$ cat config.mk
export PLATFORM = sky130hd
export DESIGN_NAME = tape_density_mode_control
export DESIGN_NICKNAME = d
export VERILOG_FILES = /design/src/hw/tape_density_pkg.sv /design/src/hw/density_track.sv /design/src/hw/tape_density_mode_control.sv
export VERILOG_INCLUDE_DIRS = /design/src /design/src/hw
export SDC_FILE = /design/constraint.sdc
export NUM_CORES = 1
export LEC_CHECK = 0
export ABC_AREA = 1
export BUFFER_PORTS_ARGS = -buffer_cell sky130_fd_sc_hd__buf_4
export CORE_MARGIN = 3
export CORE_UTILIZATION = 49
export DETAILED_ROUTE_END_ITERATION = 10
export PLACE_DENSITY = 0.78
export RECOVER_POWER = 25
export SYNTH_ARGS = -nofsm -noshare
export SYNTH_HDL_FRONTEND = slang
export SYNTH_HIERARCHICAL = 1
export SYNTH_SLANG_ARGS = --single-unit
$ cat constraint.sdc
create_clock -name aclk -period 3 [get_ports aclk]
set_input_delay 0.3 -clock aclk [delete_from_list [all_inputs] [get_ports aclk]]
set_output_delay 0.3 -clock aclk [all_outputs]
set_load 0.05 [all_outputs]
$ cat src/hw/tape_density_defines.svh
`ifndef TAPE_DENSITY_DEFINES_SVH
`define TAPE_DENSITY_DEFINES_SVH
// register byte offsets
`define REG_CONFIG      8'h00
`define REG_COMMAND     8'h04
`define REG_STATUS      8'h08
`define REG_SENSE0      8'h10
`define SENSE_WORDS     6
`define SENSE_BYTES     24
// config fields
`define CFG_NRZI9_BIT   0
`define CFG_NRZI7_BIT   1
// command fields
`define CMD_OP_LSB      0
`define CMD_DRV_LSB     4
`define CMD_DEN_LSB     8
// status fields
`define ST_BUSY_BIT     0
`define ST_DONE_BIT     1
`define ST_ERR_BIT      2
`define ST_CODE_LSB     8
// axi responses
`define RESP_OKAY       2'h0
`define RESP_SLVERR     2'h2
// timing of the resident diagnostic
`define DIAG_TIME_NS    100000
`define CLK_PERIOD_NS   100
`define DIAG_CYCLES     (`DIAG_TIME_NS / `CLK_PERIOD_NS)
// identification values, arbitrary
`define CU_SERIAL       24'h0a0b0c
`define CU_EC_LEVEL     8'h01
`endif

$ cat src/hw/tape_density_pkg.sv
`default_nettype none
package tape_density_pkg;
  typedef enum logic [2:0] {
    DEN_NONE = 3'b000,
    DEN_6250 = 3'b001,
    DEN_1600 = 3'b010,
    DEN_800  = 3'b011,
    DEN_556  = 3'b100,
    DEN_200  = 3'b101
  } density_t;

  typedef enum logic [2:0] {
    OP_NOP      = 3'b000,
    OP_MODE_SET = 3'b001,
    OP_READ     = 3'b010,
    OP_WRITE    = 3'b011,
    OP_SENSE    = 3'b100,
    OP_DIAG     = 3'b101
  } opcode_t;

  typedef enum logic [3:0] {
    ERR_NONE       = 4'h0,
    ERR_NO_NRZI7   = 4'h1,
    ERR_NO_NRZI9   = 4'h2,
    ERR_HD_NO_DUAL = 4'h3,
    ERR_HD_NRZI    = 4'h4,
    ERR_OPT_CLASH  = 4'h5,
    ERR_BAD_DRIVE  = 4'h6,
    ERR_CHANNEL    = 4'h7,
    ERR_MEASURE    = 4'h8,
    ERR_BAD_DEN    = 4'h9,
    ERR_BAD_OP     = 4'ha
  } err_code_t;

  typedef enum logic [1:0] {
    BURST_NONE = 2'b00,
    BURST_6250 = 2'b01,
    BURST_1600 = 2'b10
  } burst_t;

  // state reported by one drive over its own cable
  typedef struct packed {
    logic        present;
    logic        high_density;
    logic        opt_6250_only;
    logic        opt_dual;
    logic        seven_track;
    logic        at_load_point;
    burst_t      id_burst;
    logic        measure_fault;
    logic [15:0] serial;
    logic [7:0]  ec_level;
  } drive_status_t;

  // order sent to the selected drive
  typedef struct packed {
    logic       start;
    logic       write;
    logic [2:0] drive;
    density_t   density;
    logic       write_id_burst;
    logic       correct_single;
    logic       correct_double;
  } drive_cmd_t;

  typedef enum logic [1:0] {
    S_IDLE   = 2'b00,
    S_EXEC   = 2'b01,
    S_DIAG   = 2'b10,
    S_FINISH = 2'b11
  } state_t;
endpackage : tape_density_pkg
`default_nettype wire

$ cat src/hw/density_track.sv
`include "tape_density_defines.svh"
`default_nettype none
module density_track
  import tape_density_pkg::*;
(
  input  wire logic          aclk,
  input  wire logic          aresetn,
  input  wire drive_status_t st,
  input  wire logic          mode_set,
  input  wire density_t      set_density,
  input  wire logic          read_go,
  output var  density_t      write_density,
  output var  density_t      read_mode,
  output var  logic          read_mode_valid
);
  logic lp_q;

  // load point edge detect
  always_ff @(posedge aclk) begin
    if (!aresetn) lp_q <= 1'b1; // tape rests at load point, no false edge after reset
    else          lp_q <= st.at_load_point;
  end

  // write density: default on reset or return to load point, else mode set
  always_ff @(posedge aclk) begin
    if (!aresetn || (st.at_load_point && !lp_q)) begin
      write_density <= st.high_density ? DEN_6250 : DEN_1600;
    end else if (mode_set) begin
      write_density <= set_density;
    end
  end

  // read mode from the id burst, kept until tape is back at load point
  always_ff @(posedge aclk) begin
    if (!aresetn || (st.at_load_point && !lp_q)) begin
      read_mode       <= DEN_NONE;
      read_mode_valid <= 1'b0;
    end else if (read_go && !read_mode_valid) begin
      read_mode_valid <= 1'b1;
      unique case (st.id_burst)
        BURST_6250: read_mode <= DEN_6250;
        BURST_1600: read_mode <= DEN_1600;
        default:    read_mode <= st.seven_track ? write_density : DEN_800;
      endcase
    end
  end
endmodule : density_track
`default_nettype wire

$ cat src/hw/tape_density_mode_control.sv
`include "tape_density_defines.svh"
`default_nettype none
module tape_density_mode_control
  import tape_density_pkg::*;
#(
  parameter int NUM_DRIVES = 8
) (
  input  wire logic          aclk,
  input  wire logic          aresetn,
  input  wire logic [7:0]    s_axi_awaddr,
  input  wire logic          s_axi_awvalid,
  output logic               s_axi_awready,
  input  wire logic [31:0]   s_axi_wdata,
  input  wire logic [3:0]    s_axi_wstrb,
  input  wire logic          s_axi_wvalid,
  output logic               s_axi_wready,
  output logic [1:0]         s_axi_bresp,
  output logic               s_axi_bvalid,
  input  wire logic          s_axi_bready,
  input  wire logic [7:0]    s_axi_araddr,
  input  wire logic          s_axi_arvalid,
  output logic               s_axi_arready,
  output logic [31:0]        s_axi_rdata,
  output logic [1:0]         s_axi_rresp,
  output logic               s_axi_rvalid,
  input  wire logic          s_axi_rready,
  input  wire logic          channel_block_mode,
  input  wire drive_status_t drive_st [NUM_DRIVES],
  output drive_cmd_t         drive_cmd
);
  logic [1:0]          config_q;
  logic [31:0]         command_q;
  logic                busy_q, done_q, error_q, cmd_go_q;
  err_code_t           err_code_q;
  state_t              state_q;
  logic [9:0]          diag_cnt_q;
  logic                diag_fail_q;
  logic [7:0]          fault_map_q;
  logic [7:0]          cmd_count_q;
  err_code_t           prev_err_q;
  logic [7:0]          sense_q [`SENSE_BYTES];
  logic                aw_held_q, w_held_q;
  logic [7:0]          awaddr_q;
  logic [31:0]         wdata_q;
  logic [3:0]          wstrb_q;
  drive_cmd_t          cmd_q;
  logic [NUM_DRIVES-1:0] mode_set_v, read_go_v, rvalid_v;
  density_t            wden_v [NUM_DRIVES];
  density_t            rmode_v [NUM_DRIVES];
  err_code_t           exec_err;
  logic                wr_fire;

  // command fields
  opcode_t    op;
  logic [2:0] drv;
  density_t   den;
  logic       opt9, opt7;
  assign op   = opcode_t'(command_q[`CMD_OP_LSB +: 3]);
  assign drv  = command_q[`CMD_DRV_LSB +: 3];
  assign den  = density_t'(command_q[`CMD_DEN_LSB +: 3]);
  assign opt9 = config_q[`CFG_NRZI9_BIT];
  assign opt7 = config_q[`CFG_NRZI7_BIT] & opt9;

  drive_status_t sel;
  logic          drv_ok;
  assign drv_ok = ({29'h0, drv} < NUM_DRIVES);
  assign sel    = drv_ok ? drive_st[drv] : '0;

  // one mode tracker per radially cabled drive
  for (genvar i = 0; i < NUM_DRIVES; i++) begin : g_drv
    assign mode_set_v[i] = (state_q == S_EXEC) && (op == OP_MODE_SET) && (drv == 3'(i)) && (exec_err == ERR_NONE);
    assign read_go_v[i]  = (state_q == S_EXEC) && (op == OP_READ) && (drv == 3'(i)) && (exec_err == ERR_NONE);
    density_track u_track (
      .aclk            (aclk),
      .aresetn         (aresetn),
      .st              (drive_st[i]),
      .mode_set        (mode_set_v[i]),
      .set_density     (den),
      .read_go         (read_go_v[i]),
      .write_density   (wden_v[i]),
      .read_mode       (rmode_v[i]),
      .read_mode_valid (rvalid_v[i])
    );
  end

  // density needed by a read: held mode, or what the burst will select
  density_t rd_den;
  always_comb begin
    if (drv_ok && rvalid_v[drv])       rd_den = rmode_v[drv];
    else if (sel.id_burst == BURST_6250) rd_den = DEN_6250;
    else if (sel.id_burst == BURST_1600) rd_den = DEN_1600;
    else if (sel.seven_track && drv_ok) rd_den = wden_v[drv];
    else                                rd_den = DEN_800;
  end

  // check a density against drive type and installed options
  function automatic err_code_t den_check(input drive_status_t s, input density_t d);
    err_code_t e;
    e = ERR_NONE;
    unique case (d)
      DEN_6250: if (!s.high_density) e = ERR_BAD_DEN;
      DEN_1600: begin
        if (s.high_density && !s.opt_dual) e = ERR_HD_NO_DUAL;
        else if (s.seven_track) e = ERR_BAD_DEN;
      end
      DEN_800: begin
        if (s.high_density) e = ERR_HD_NRZI;
        else if (s.seven_track ? !opt7 : !opt9) e = s.seven_track ? ERR_NO_NRZI7 : ERR_NO_NRZI9;
      end
      DEN_556, DEN_200: begin
        if (s.high_density) e = ERR_HD_NRZI;
        else if (!s.seven_track || !opt7) e = ERR_NO_NRZI7;
      end
      default: e = ERR_BAD_DEN;
    endcase
    // seven-track tape of any density needs the seven-track option
    if (s.seven_track && !s.high_density && !opt7) e = ERR_NO_NRZI7;
    return e;
  endfunction : den_check

  // error decision for the command under execution
  always_comb begin
    exec_err = ERR_NONE;
    if (!channel_block_mode) exec_err = ERR_CHANNEL;
    else if (op == OP_SENSE || op == OP_DIAG || op == OP_NOP) exec_err = ERR_NONE;
    else if (op > OP_DIAG) exec_err = ERR_BAD_OP;
    else if (!drv_ok || !sel.present) exec_err = ERR_BAD_DRIVE;
    else if (sel.high_density && sel.opt_6250_only && sel.opt_dual) exec_err = ERR_OPT_CLASH;
    else if (op == OP_MODE_SET) exec_err = den_check(sel, den);
    else if (op == OP_READ) exec_err = den_check(sel, rd_den);
    else exec_err = den_check(sel, wden_v[drv]);
  end

  // operation sequencer
  always_ff @(posedge aclk) begin
    if (!aresetn) begin
      state_q <= S_IDLE;
    end else begin
      unique case (state_q)
        S_IDLE:   if (cmd_go_q) state_q <= S_EXEC;
        S_EXEC:   state_q <= (op == OP_DIAG && exec_err == ERR_NONE) ? S_DIAG : S_FINISH;
        S_DIAG:   if (diag_cnt_q == 10'(`DIAG_CYCLES - 1)) state_q <= S_FINISH;
        S_FINISH: state_q <= S_IDLE;
      endcase
    end
  end

  // resident diagnostic: timed watch of every drive's configuration
  always_ff @(posedge aclk) begin
    if (!aresetn || state_q != S_DIAG) begin
      diag_cnt_q <= 10'h0;
    end else begin
      diag_cnt_q <= diag_cnt_q + 10'h1;
    end
  end

  always_ff @(posedge aclk) begin
    if (!aresetn || state_q == S_EXEC) begin
      diag_fail_q <= 1'b0;
    end else if (state_q == S_DIAG) begin
      for (int i = 0; i < NUM_DRIVES; i++) begin
        if (drive_st[i].present && (drive_st[i].measure_fault ||
            (drive_st[i].opt_6250_only && drive_st[i].opt_dual))) begin
          diag_fail_q <= 1'b1;
        end
      end
    end
  end

  // sticky drive measurement fault map, set wins over sense clear
  always_ff @(posedge aclk) begin
    if (!aresetn) begin
      fault_map_q <= 8'h0;
    end else begin
      for (int i = 0; i < 8; i++) begin
        if (i < NUM_DRIVES && drive_st[i].present && drive_st[i].measure_fault) fault_map_q[i] <= 1'b1;
        else if (state_q == S_FINISH && op == OP_SENSE) fault_map_q[i] <= 1'b0;
      end
    end
  end

  // command status and error ending
  always_ff @(posedge aclk) begin
    if (!aresetn) begin
      busy_q      <= 1'b0;
      done_q      <= 1'b0;
      error_q     <= 1'b0;
      err_code_q  <= ERR_NONE;
      prev_err_q  <= ERR_NONE;
      cmd_count_q <= 8'h0;
    end else begin
      if (cmd_go_q) busy_q <= 1'b1;
      if (state_q == S_EXEC) begin
        prev_err_q  <= err_code_q;
        err_code_q  <= exec_err;
        cmd_count_q <= cmd_count_q + 8'h1;
      end
      if (state_q == S_DIAG && diag_fail_q && err_code_q == ERR_NONE) err_code_q <= ERR_MEASURE;
      if (state_q == S_FINISH) begin
        busy_q  <= 1'b0;
        done_q  <= 1'b1;
        error_q <= (err_code_q != ERR_NONE) || diag_fail_q;
      end else if (wr_fire && awaddr_q == `REG_STATUS && wstrb_q[0] && wdata_q[`ST_DONE_BIT]) begin
        done_q  <= 1'b0;
        error_q <= 1'b0;
      end
    end
  end

  // drive order, registered
  always_ff @(posedge aclk) begin
    if (!aresetn) begin
      cmd_q <= '0;
    end else begin
      cmd_q.start          <= 1'b0;
      cmd_q.write_id_burst <= 1'b0;
      if (state_q == S_EXEC && exec_err == ERR_NONE && (op == OP_READ || op == OP_WRITE)) begin
        cmd_q.start          <= 1'b1;
        cmd_q.write          <= (op == OP_WRITE);
        cmd_q.drive          <= drv;
        cmd_q.density        <= (op == OP_WRITE) ? wden_v[drv] : rd_den;
        cmd_q.write_id_burst <= (op == OP_WRITE) && sel.at_load_point &&
                                (wden_v[drv] == DEN_6250 || wden_v[drv] == DEN_1600);
        cmd_q.correct_single <= (op == OP_READ) && (rd_den == DEN_6250 || rd_den == DEN_1600);
        cmd_q.correct_double <= (op == OP_READ) && (rd_den == DEN_6250);
      end
    end
  end
  assign drive_cmd = cmd_q;

  // sense block captured at the end of every command
  always_ff @(posedge aclk) begin
    if (!aresetn) begin
      for (int i = 0; i < `SENSE_BYTES; i++) sense_q[i] <= 8'h0;
    end else if (state_q == S_FINISH) begin
      sense_q[0]  <= {3'h0, err_code_q == ERR_CHANNEL, err_code_q == ERR_OPT_CLASH,
                      err_code_q != ERR_NONE, |fault_map_q, diag_fail_q};
      sense_q[1]  <= {4'h0, err_code_q};
      sense_q[2]  <= {5'h0, drv};
      sense_q[3]  <= {5'h0, drv_ok ? wden_v[drv] : DEN_NONE};
      sense_q[4]  <= {4'h0, drv_ok && rvalid_v[drv], drv_ok ? rmode_v[drv] : DEN_NONE};
      sense_q[5]  <= {6'h0, config_q};
      sense_q[6]  <= {3'h0, sel.present, sel.high_density, sel.opt_6250_only, sel.opt_dual, sel.seven_track};
      sense_q[7]  <= fault_map_q;
      sense_q[8]  <= 8'(`CU_SERIAL >> 16);
      sense_q[9]  <= 8'(`CU_SERIAL >> 8);
      sense_q[10] <= 8'(`CU_SERIAL);
      sense_q[11] <= `CU_EC_LEVEL;
      sense_q[12] <= sel.serial[15:8];
      sense_q[13] <= sel.serial[7:0];
      sense_q[14] <= sel.ec_level;
      sense_q[15] <= {7'h0, diag_fail_q};
      sense_q[16] <= {5'h0, op};
      sense_q[17] <= {4'h0, prev_err_q};
      sense_q[18] <= cmd_count_q;
      sense_q[19] <= {6'h0, state_q};
      for (int i = 20; i < `SENSE_BYTES; i++) sense_q[i] <= 8'h0;
    end
  end

  // axi write: address and data taken in either order
  assign wr_fire = aw_held_q && w_held_q && !s_axi_bvalid;
  always_ff @(posedge aclk) begin
    if (!aresetn) begin
      aw_held_q <= 1'b0;
      w_held_q  <= 1'b0;
      awaddr_q  <= 8'h0;
      wdata_q   <= 32'h0;
      wstrb_q   <= 4'h0;
    end else begin
      if (s_axi_awvalid && s_axi_awready) begin
        aw_held_q <= 1'b1;
        awaddr_q  <= s_axi_awaddr;
      end
      if (s_axi_wvalid && s_axi_wready) begin
        w_held_q <= 1'b1;
        wdata_q  <= s_axi_wdata;
        wstrb_q  <= s_axi_wstrb;
      end
      if (wr_fire) begin
        aw_held_q <= 1'b0;
        w_held_q  <= 1'b0;
      end
    end
  end

  // ready flags registered so outputs come from flops
  always_ff @(posedge aclk) begin
    if (!aresetn) begin
      s_axi_awready <= 1'b0;
      s_axi_wready  <= 1'b0;
    end else begin
      s_axi_awready <= !aw_held_q && !(s_axi_awvalid && s_axi_awready) && !s_axi_bvalid;
      s_axi_wready  <= !w_held_q && !(s_axi_wvalid && s_axi_wready) && !s_axi_bvalid;
    end
  end

  // register writes and write response
  always_ff @(posedge aclk) begin
    if (!aresetn) begin
      config_q     <= 2'h0;
      command_q    <= 32'h0;
      cmd_go_q     <= 1'b0;
      s_axi_bvalid <= 1'b0;
      s_axi_bresp  <= `RESP_OKAY;
    end else begin
      cmd_go_q <= 1'b0;
      if (s_axi_bvalid && s_axi_bready) s_axi_bvalid <= 1'b0;
      if (wr_fire) begin
        s_axi_bvalid <= 1'b1;
        s_axi_bresp  <= `RESP_OKAY;
        unique case (awaddr_q)
          `REG_CONFIG: if (wstrb_q[0]) config_q <= wdata_q[1:0];
          `REG_COMMAND: begin
            if (!busy_q && !cmd_go_q && (&wstrb_q[1:0])) begin
              command_q <= {20'h0, wdata_q[11:0]};
              cmd_go_q  <= 1'b1;
            end
          end
          `REG_STATUS: ;
          default: s_axi_bresp <= `RESP_SLVERR;
        endcase
      end
    end
  end

  // axi read: answer one cycle after the address is taken
  logic [5:0] sw;
  assign sw = 6'((s_axi_araddr - `REG_SENSE0) >> 2); // wide enough that no address aliases a sense word
  always_ff @(posedge aclk) begin
    if (!aresetn) begin
      s_axi_arready <= 1'b0;
      s_axi_rvalid  <= 1'b0;
      s_axi_rdata   <= 32'h0;
      s_axi_rresp   <= `RESP_OKAY;
    end else begin
      s_axi_arready <= !s_axi_rvalid && !(s_axi_arvalid && s_axi_arready);
      if (s_axi_rvalid && s_axi_rready) s_axi_rvalid <= 1'b0;
      if (s_axi_arvalid && s_axi_arready) begin
        s_axi_rvalid <= 1'b1;
        s_axi_rresp  <= `RESP_OKAY;
        s_axi_rdata  <= 32'h0;
        if (s_axi_araddr == `REG_CONFIG) s_axi_rdata <= {30'h0, config_q};
        else if (s_axi_araddr == `REG_COMMAND) s_axi_rdata <= command_q;
        else if (s_axi_araddr == `REG_STATUS)
          s_axi_rdata <= {20'h0, err_code_q, 5'h0, error_q, done_q, busy_q};
        else if (s_axi_araddr >= `REG_SENSE0 && s_axi_araddr[1:0] == 2'h0 && sw < `SENSE_WORDS)
          s_axi_rdata <= {sense_q[4*sw+3], sense_q[4*sw+2], sense_q[4*sw+1], sense_q[4*sw]};
        else s_axi_rresp <= `RESP_SLVERR;
      end
    end
  end
endmodule : tape_density_mode_control
`default_nettype wire

==> metrics.cfg, run 1 <==
[status]
status=finished with violations
failed_checks=capacitance limit, slew limit, setup timing

[placed_design]
io_buffers=351
placed_area_um2=18700
place_inst=2769
place_hpwl_um=40300
globalplace.congestion=1.01

[floorplan]
core_area_um2=29000
start_util_pct=50.3
num_rows=62
dieArea_um2=31900
fp.dieH_um=179
die_x_um=179
ios=376

[logic_synthesis]
syn_avg_cell_area_um2=7.44
syn_area_um2=14600
ys_top_cells_by_area=dfxtp_1 (23%), edfxtp_1 (20%), nand2_1 (13%)
yosys.area_share.xor_xnor_pct=0.120
synth-compound-area-share_pct=17.9
ys_dominant_reg_cell=dfxtp_1
netlist_instances=1959
synth-edff-count=99
synthAdderAreaFrac_pct=2.15
ys_seq_area_share_pct=43.7
synthArstFlopShare_pct=0
synth_cell_types=56
synth_top_area_share_pct=23.3
yosysWarnings=6
muxShareOfSynthArea_pct=0
yosys.area_share.simple_pct=27.2
ys_seq_elements=269
synth_top_family_by_area=simple AND/OR/NAND/NOR gates
synth_area_leader_cell=dfxtp_1

[setup_path]
cp_common_cell=nand2_1
critPathMaxFanout=8
crit_type=flop to flop
cp-start-kind=flop
critPathRequiredTime_ps=3430
cpPeakStageDelay_ps=370
end_kind=flop
crit_slowest_cell=dfxtp_4
arrival_ps=3850

[layout]
final_core_util_pct=70.7
drive_above_1_share_pct=29.7
nFillCells=2301
final_cell_area_um2=20500
nNetsFinal=2804
ff_latch_area_um2=6380
multi_input_comb_area_um2=7460
area_growth_syn_to_layout_pct=40.7
layout.cells.non_filler=2860
antenna-diode-count=0

[global_routing]
grt.total_usage_pct=31.6
grt.overflow.total=0
grt_pass1_wl_um=79700
grt_max_degree=68
grt_antenna_before_repair=1
grt_pass1_vias=14900

[route]
routed_via_density=5.68
post_drt_wl_per_cell_um=19.2
drtAntennaViolNets=0
top_layer=met5
drc_errors=0
firstDrtPassIters=6
wl_met3_um=6140
met1_length_um=21800
wl_met2_um=24700
vias=16300
drtIter0Drc=1794
wirelength_um=55000

[cts]
cts_tree=done
root_buffer=clkbuf_16
cts_buffers=28
clk_latency_ps=560
clk_pin_slew_ps=60
clock_sinks=269
clockBufferDepth=3
h-tree-depth=1

[power_and_ir_drop]
ir_worst_vdd_uv=517
p_leak_nw=9.48
total_power_mw=9.47
pwr-share-comb_pct=17.1
p_per_area_nw_per_um2=462
p_sw_share_pct=26.7
pwr-share-clk_pct=38.4
netSwitchingPower_mw=2.53
intPower_mw=6.94
p_seq_share_pct=44.5

[worst_hold_path]
hold_class=input port to flop

[sta]
min_period_over_period_pct=114
fmax_mhz=293
finalSetupViolCount=64
fin_crit_ps=3420
finalHoldViolCount=0
slew_headroom_pct=-43.1
worst_pin_slew_ps=2150
report.final.slew_viol_count=85
rsz0062_at_grt=yes
fin_hold_ws_ps=7.92
skew_ps=11.3
setup_ws_ps=-418

[flow_run]
maxCapViolCount=2

==> final cells by class <==
cell class / count / share of cell area (%)
inverter: 249 / 4.62
sequential: 269 / 31.1
tap: 384 / 2.34
multi-input combinational: 1360 / 36.4
clock inverter: 12 / 0.848
clock buffer: 39 / 3.89
timing repair buffer: 547 / 20.8
==> cells in the mapped netlist (20+ instances only) <==
cell,n
a21oi_1,89
a22o_1,25
a22oi_1,116
clkbuf_1,59
dfxtp_1,170
edfxtp_1,99
ha_1,25
inv_1,228
nand2_1,510
nand3_1,106
nand4_1,20
nor2_1,205
nor3_1,21
o21ai_0,103
==> stage by stage <==
| step | setup TNS (ps) | worst slack, ps |
|---|---|---|
| 4_1_cts | -9280 | -263 |
| 6_report | -15600 | -418 |
| 5_1_grt | -30440 | -606 |
| 2_1_floorplan | 0 | 69.4 |
| 3_3_place_gp | -17720 | -402 |
| 3_5_place_dp | -25980 | -599 |
==> path summary, 6_finish.rpt <==
kind / start / cells after the start / end / slack (ps)
worst max register to register: command_q[5]$_SDFFE_PN0P_ / 30 / g_drv[2].u_track/read_mode[2]$_SDFFE_PP0P_ / -420
worst max-delay path: command_q[5]$_SDFFE_PN0P_ / 30 / g_drv[2].u_track/read_mode[2]$_SDFFE_PP0P_ / -420
worst min register to register: aw_held_q$_SDFFE_PP0P_ / 1 / s_axi_awready$_SDFF_PN0_ / 420
worst min-delay path: s_axi_wdata[2] / 3 / wdata_q[2]$_SDFFE_PN0P_ / 8
==> registers in the layout, summed over array words and instances, names as in the netlist, 8 cells and up <==
register                       flops
sense_q                           76
cmd_count_q                        8
drive_cmd                         11
g_drv.u_track/read_mode_valid      8
awaddr_q                           8
g_drv.u_track/write_density       24
s_axi_rdata                       32
command_q                         12
diag_cnt_q                        10
fault_map_q                        8
g_drv.u_track/lp_q                 8
g_drv.u_track/read_mode           24
wdata_q                           12
==> cell families (layout without fill, tap and decap cells) <==
family | count (synthesis) | count (layout)
xor gates and xnor gates | 2 | 2
buffers and inverters | 333 | 847
other | 1 | 2
and+or+nand+nor | 926 | 928
adders and majority gates | 25 | 25
AOI/OAI and AO/OA | 403 | 403
DFF | 269 | 269
==> layer usage <==
layer  up-vias  GRT usage (%)
li1       7545              -
met1      7502           43.9
met2       996           49.5
met3       207           6.90
met4         2           9.64
met5         -              0
==> power groups by stage <==
stage / clock network, mW / registers, mW / logic (mW)
after floorplan: 0 / 4.24 / 0.772
after global placement: 0 / 4.27 / 1.47
after detailed placement: 0 / 4.28 / 1.50
after CTS: 3.65 / 4.20 / 1.54
after global routing: 3.80 / 4.22 / 1.76
final: 3.63 / 4.21 / 1.62
==> critical path: cells and delay by family, from the launching register on <==
family | cells | cell delay, ps
flip-flops | 1 | 370
AND/OR/NAND/NOR | 22 | 1910
AO/OA/AOI/OAI | 1 | 170
buffers and inverters | 7 | 850
==> layout by cell type (no fill, tap or decap), types with 9 or more instances in the layout <==
cell,Yosys,routed
a21oi_1,89,73
o21ai_0,103,98
ha_1,25,25
clkbuf_1,59,28
nor3_2,16,10
inv_2,16,16
edfxtp_1,99,99
inv_1,228,224
nand2_1,510,475
nand2_4,8,13
buf_12,0,10
nand3_2,1,13
buf_6,3,13
a22o_1,25,25
nor2_1,205,184
a22oi_1,116,113
nand4_1,20,20
dfxtp_1,170,168
nor2_4,2,20
nor3_1,21,19
nor4_1,9,9
buf_4,3,487
clkbuf_16,0,31
dlygate4sd3_1,0,10
a211oi_1,10,10
nand3_1,106,93
nand2_2,12,42
a21oi_2,1,15
==> what timing repair did <==
item | 4_1_cts | 5_1_grt
hold buffers | 10 | 0
endpoints found under the setup margin | 67 | 67
resized for setup | 46 | 151
pin swaps | 15 | 75
hold endpoints to repair | 10 | 0
buffers inserted | 8 | 18
cloned | 2 | 2
Power figures use the tool's default switching activity.
==> run 2, diff against run 1 <==
--- a/config.mk
+++ b/config.mk
@@ -12,7 +12,7 @@
 export CORE_UTILIZATION = 49
 export DETAILED_ROUTE_END_ITERATION = 10
 export PLACE_DENSITY = 0.78
-export RECOVER_POWER = 25
+export RECOVER_POWER = 50
 export SYNTH_ARGS = -nofsm -noshare
 export SYNTH_HDL_FRONTEND = slang
 export SYNTH_HIERARCHICAL = 1
==> metrics.cfg, run 2 (synthesis gave the netlist of run 1 again) <==
[route]
firstDrtPassIters=6  ; unchanged
post_drt_wl_per_cell_um=19.2  ; +0.16%
drtIter0Drc=1775  ; -1.1%
wirelength_um=55000  ; +0.16%
drtAntennaViolNets=0  ; unchanged
vias=16300  ; +0.23%
drc_errors=0  ; unchanged
routed_via_density=5.70  ; +0.23%

[cts]
clock_sinks=269  ; unchanged
cts_tree=done
clockBufferDepth=3  ; unchanged
cts_buffers=28  ; unchanged
root_buffer=clkbuf_16
clk_pin_slew_ps=60  ; about the same
h-tree-depth=1  ; unchanged
clk_latency_ps=560  ; about the same

[setup_path]
arrival_ps=3850  ; about the same
cp_num_buf_inv=5  ; -2
crit_slowest_cell=dfxtp_4
crit_type=flop to flop
cp_common_cell=nand2_1
cp-start-kind=flop
cpPeakStageDelay_ps=370  ; about the same
end_kind=flop
critPathRequiredTime_ps=3430  ; about the same
critPathTopFamily=simple AND/OR/NAND/NOR gates
critPathMaxFanout=15  ; +7

[power_and_ir_drop]
pwr-share-comb_pct=17.0  ; about the same
netSwitchingPower_mw=2.53  ; about the same
p_seq_share_pct=44.5  ; about the same
p_per_area_nw_per_um2=464  ; +0.50%
ir_worst_vdd_uv=515  ; -0.31%
pwr-share-clk_pct=38.4  ; about the same
p_sw_share_pct=26.7  ; about the same
intPower_mw=6.93  ; -0.14%
p_leak_nw=9.34  ; -1.5%

[sta]
rsz0062_at_grt=yes
finalSetupTns_ps=-15680  ; -81.7 ps
setup_ws_ps=-412  ; +5.28 ps
worst_pin_slew_ps=2120  ; -26.9 ps
skew_ps=11.1  ; -0.204 ps
finalSetupViolCount=64  ; unchanged
min_period_over_period_pct=114  ; -0.18 points
finalHoldViolCount=0  ; unchanged
report.final.slew_viol_count=85  ; unchanged
fmax_mhz=293  ; +0.15%
fin_hold_ws_ps=8.03  ; +0.110 ps
slew_headroom_pct=-41.3  ; +1.8 points
fin_crit_ps=3410  ; -5.28 ps

[floorplan]
core_area_um2=29000  ; unchanged
dieArea_um2=31900  ; unchanged
fp.dieH_um=179  ; unchanged
num_rows=62  ; unchanged
start_util_pct=50.3  ; unchanged
ios=376  ; unchanged
die_x_um=179  ; unchanged

[layout]
drive_above_1_share_pct=28.4  ; -1.3 points
final_cell_area_um2=20400  ; -0.62%
largest_reg_flops=76  ; unchanged
nNetsFinal=2804  ; unchanged
most-common-layout-cells=nand2_1 (475), buf_4 (453), inv_1 (224), nor2_1 (184), dfxtp_1 (168)
layout_commonest_cell=nand2_1
top_register=sense_q
antenna-diode-count=0  ; unchanged
area_growth_syn_to_layout_pct=39.8
top_regs=sense_q x76, s_axi_rdata x32

[status]
status=finished with violations
failed_checks=capacitance limit, slew limit, setup timing

[placed_design]
globalplace.congestion=1.01  ; unchanged
io_buffers=351  ; unchanged
placed_area_um2=18700  ; unchanged
place_hpwl_um=40300  ; unchanged

[global_routing]
grt_pass1_wl_um=79700  ; unchanged
grt_pass1_vias=14900  ; unchanged
grt.overflow.total=0  ; unchanged
grt_antenna_before_repair=1  ; unchanged
grt.total_usage_pct=31.6  ; unchanged
grt_max_degree=68  ; unchanged

[worst_hold_path]
hold_class=input port to flop

[flow_run]
maxCapViolCount=2  ; unchanged

## run 2: cell count changes in the layout (fill, tap and decap cells not counted)
cell / delta
clkbuf_1: +33
buf_4: -34
clkbuf_2: +1
## run 2: timing repair
item                                    in CTS  in global routing
hold buffers                                10                  0
pin swaps                                   15                 75
endpoints found under the setup margin      67                 67
gates cloned                                 2                  2
resized for setup                           46                151
hold endpoints to repair                    10                  0
buffers inserted                             8                 18
## run 2: cell type report
type | count | area (µm²)
clock inverter | 12 | 174
inverter | 249 | 947
sequential | 269 | 6380
timing repair buffer | 547 | 4140
tap | 384 | 480
clock buffer | 39 | 797
fill | 2329 | 8630
multi-input combinational | 1360 | 7460
## run 2: path summary, 6_finish.rpt
path / endpoint / start / cells after the start / slack (ps)
max: g_drv[2].u_track/read_mode[2]$_SDFFE_PP0P_ / command_q[4]$_SDFFE_PN0P_ / 30 / -410
min: wdata_q[2]$_SDFFE_PN0P_ / s_axi_wdata[2] / 3 / 8
max reg2reg: g_drv[2].u_track/read_mode[2]$_SDFFE_PP0P_ / command_q[4]$_SDFFE_PN0P_ / 30 / -410
min reg2reg: s_axi_awready$_SDFF_PN0_ / aw_held_q$_SDFFE_PP0P_ / 1 / 420
## run 2: power by group through the flow
| stage | Sequential [mW] | Clock [mW] | Combinational, mW |
|---|---|---|---|
| floorplan | 4.24 | 0 | 0.772 |
| global placement | 4.27 | 0 | 1.47 |
| detailed placement | 4.28 | 0 | 1.50 |
| CTS | 4.20 | 3.65 | 1.54 |
| global route | 4.22 | 3.80 | 1.75 |
| finish | 4.21 | 3.63 | 1.61 |
## run 2: per-layer routing
metal | part of all wire (%) | track usage, % | vias up
met1 | 39 | 43.9 | 7531
li1 | - | - | 7552
met3 | 11 | 6.90 | 187
met2 | 45 | 49.5 | 1018
met5 | 0.031 | 0 | -
met4 | 4.1 | 9.64 | 2
## run 2: stage by stage
stage               setup slack (ps)  util (%)  power [mW]  instances
global placement                -402      64.3        5.74       2769
CTS                             -263      68.8        9.39       2840
finish                          -412      70.3        9.46       2860
detailed placement              -599      64.3        5.78       2769
global route                    -606      70.3        9.78       2860
floorplan                       69.4         -        5.01       1960
## run 2: worst min-delay path: cells and delay by family
kind	cells	cell delay, ps
buffers and inverters	1	80
and+or+nand+nor	1	80
AOI/OAI and AO/OA	1	70
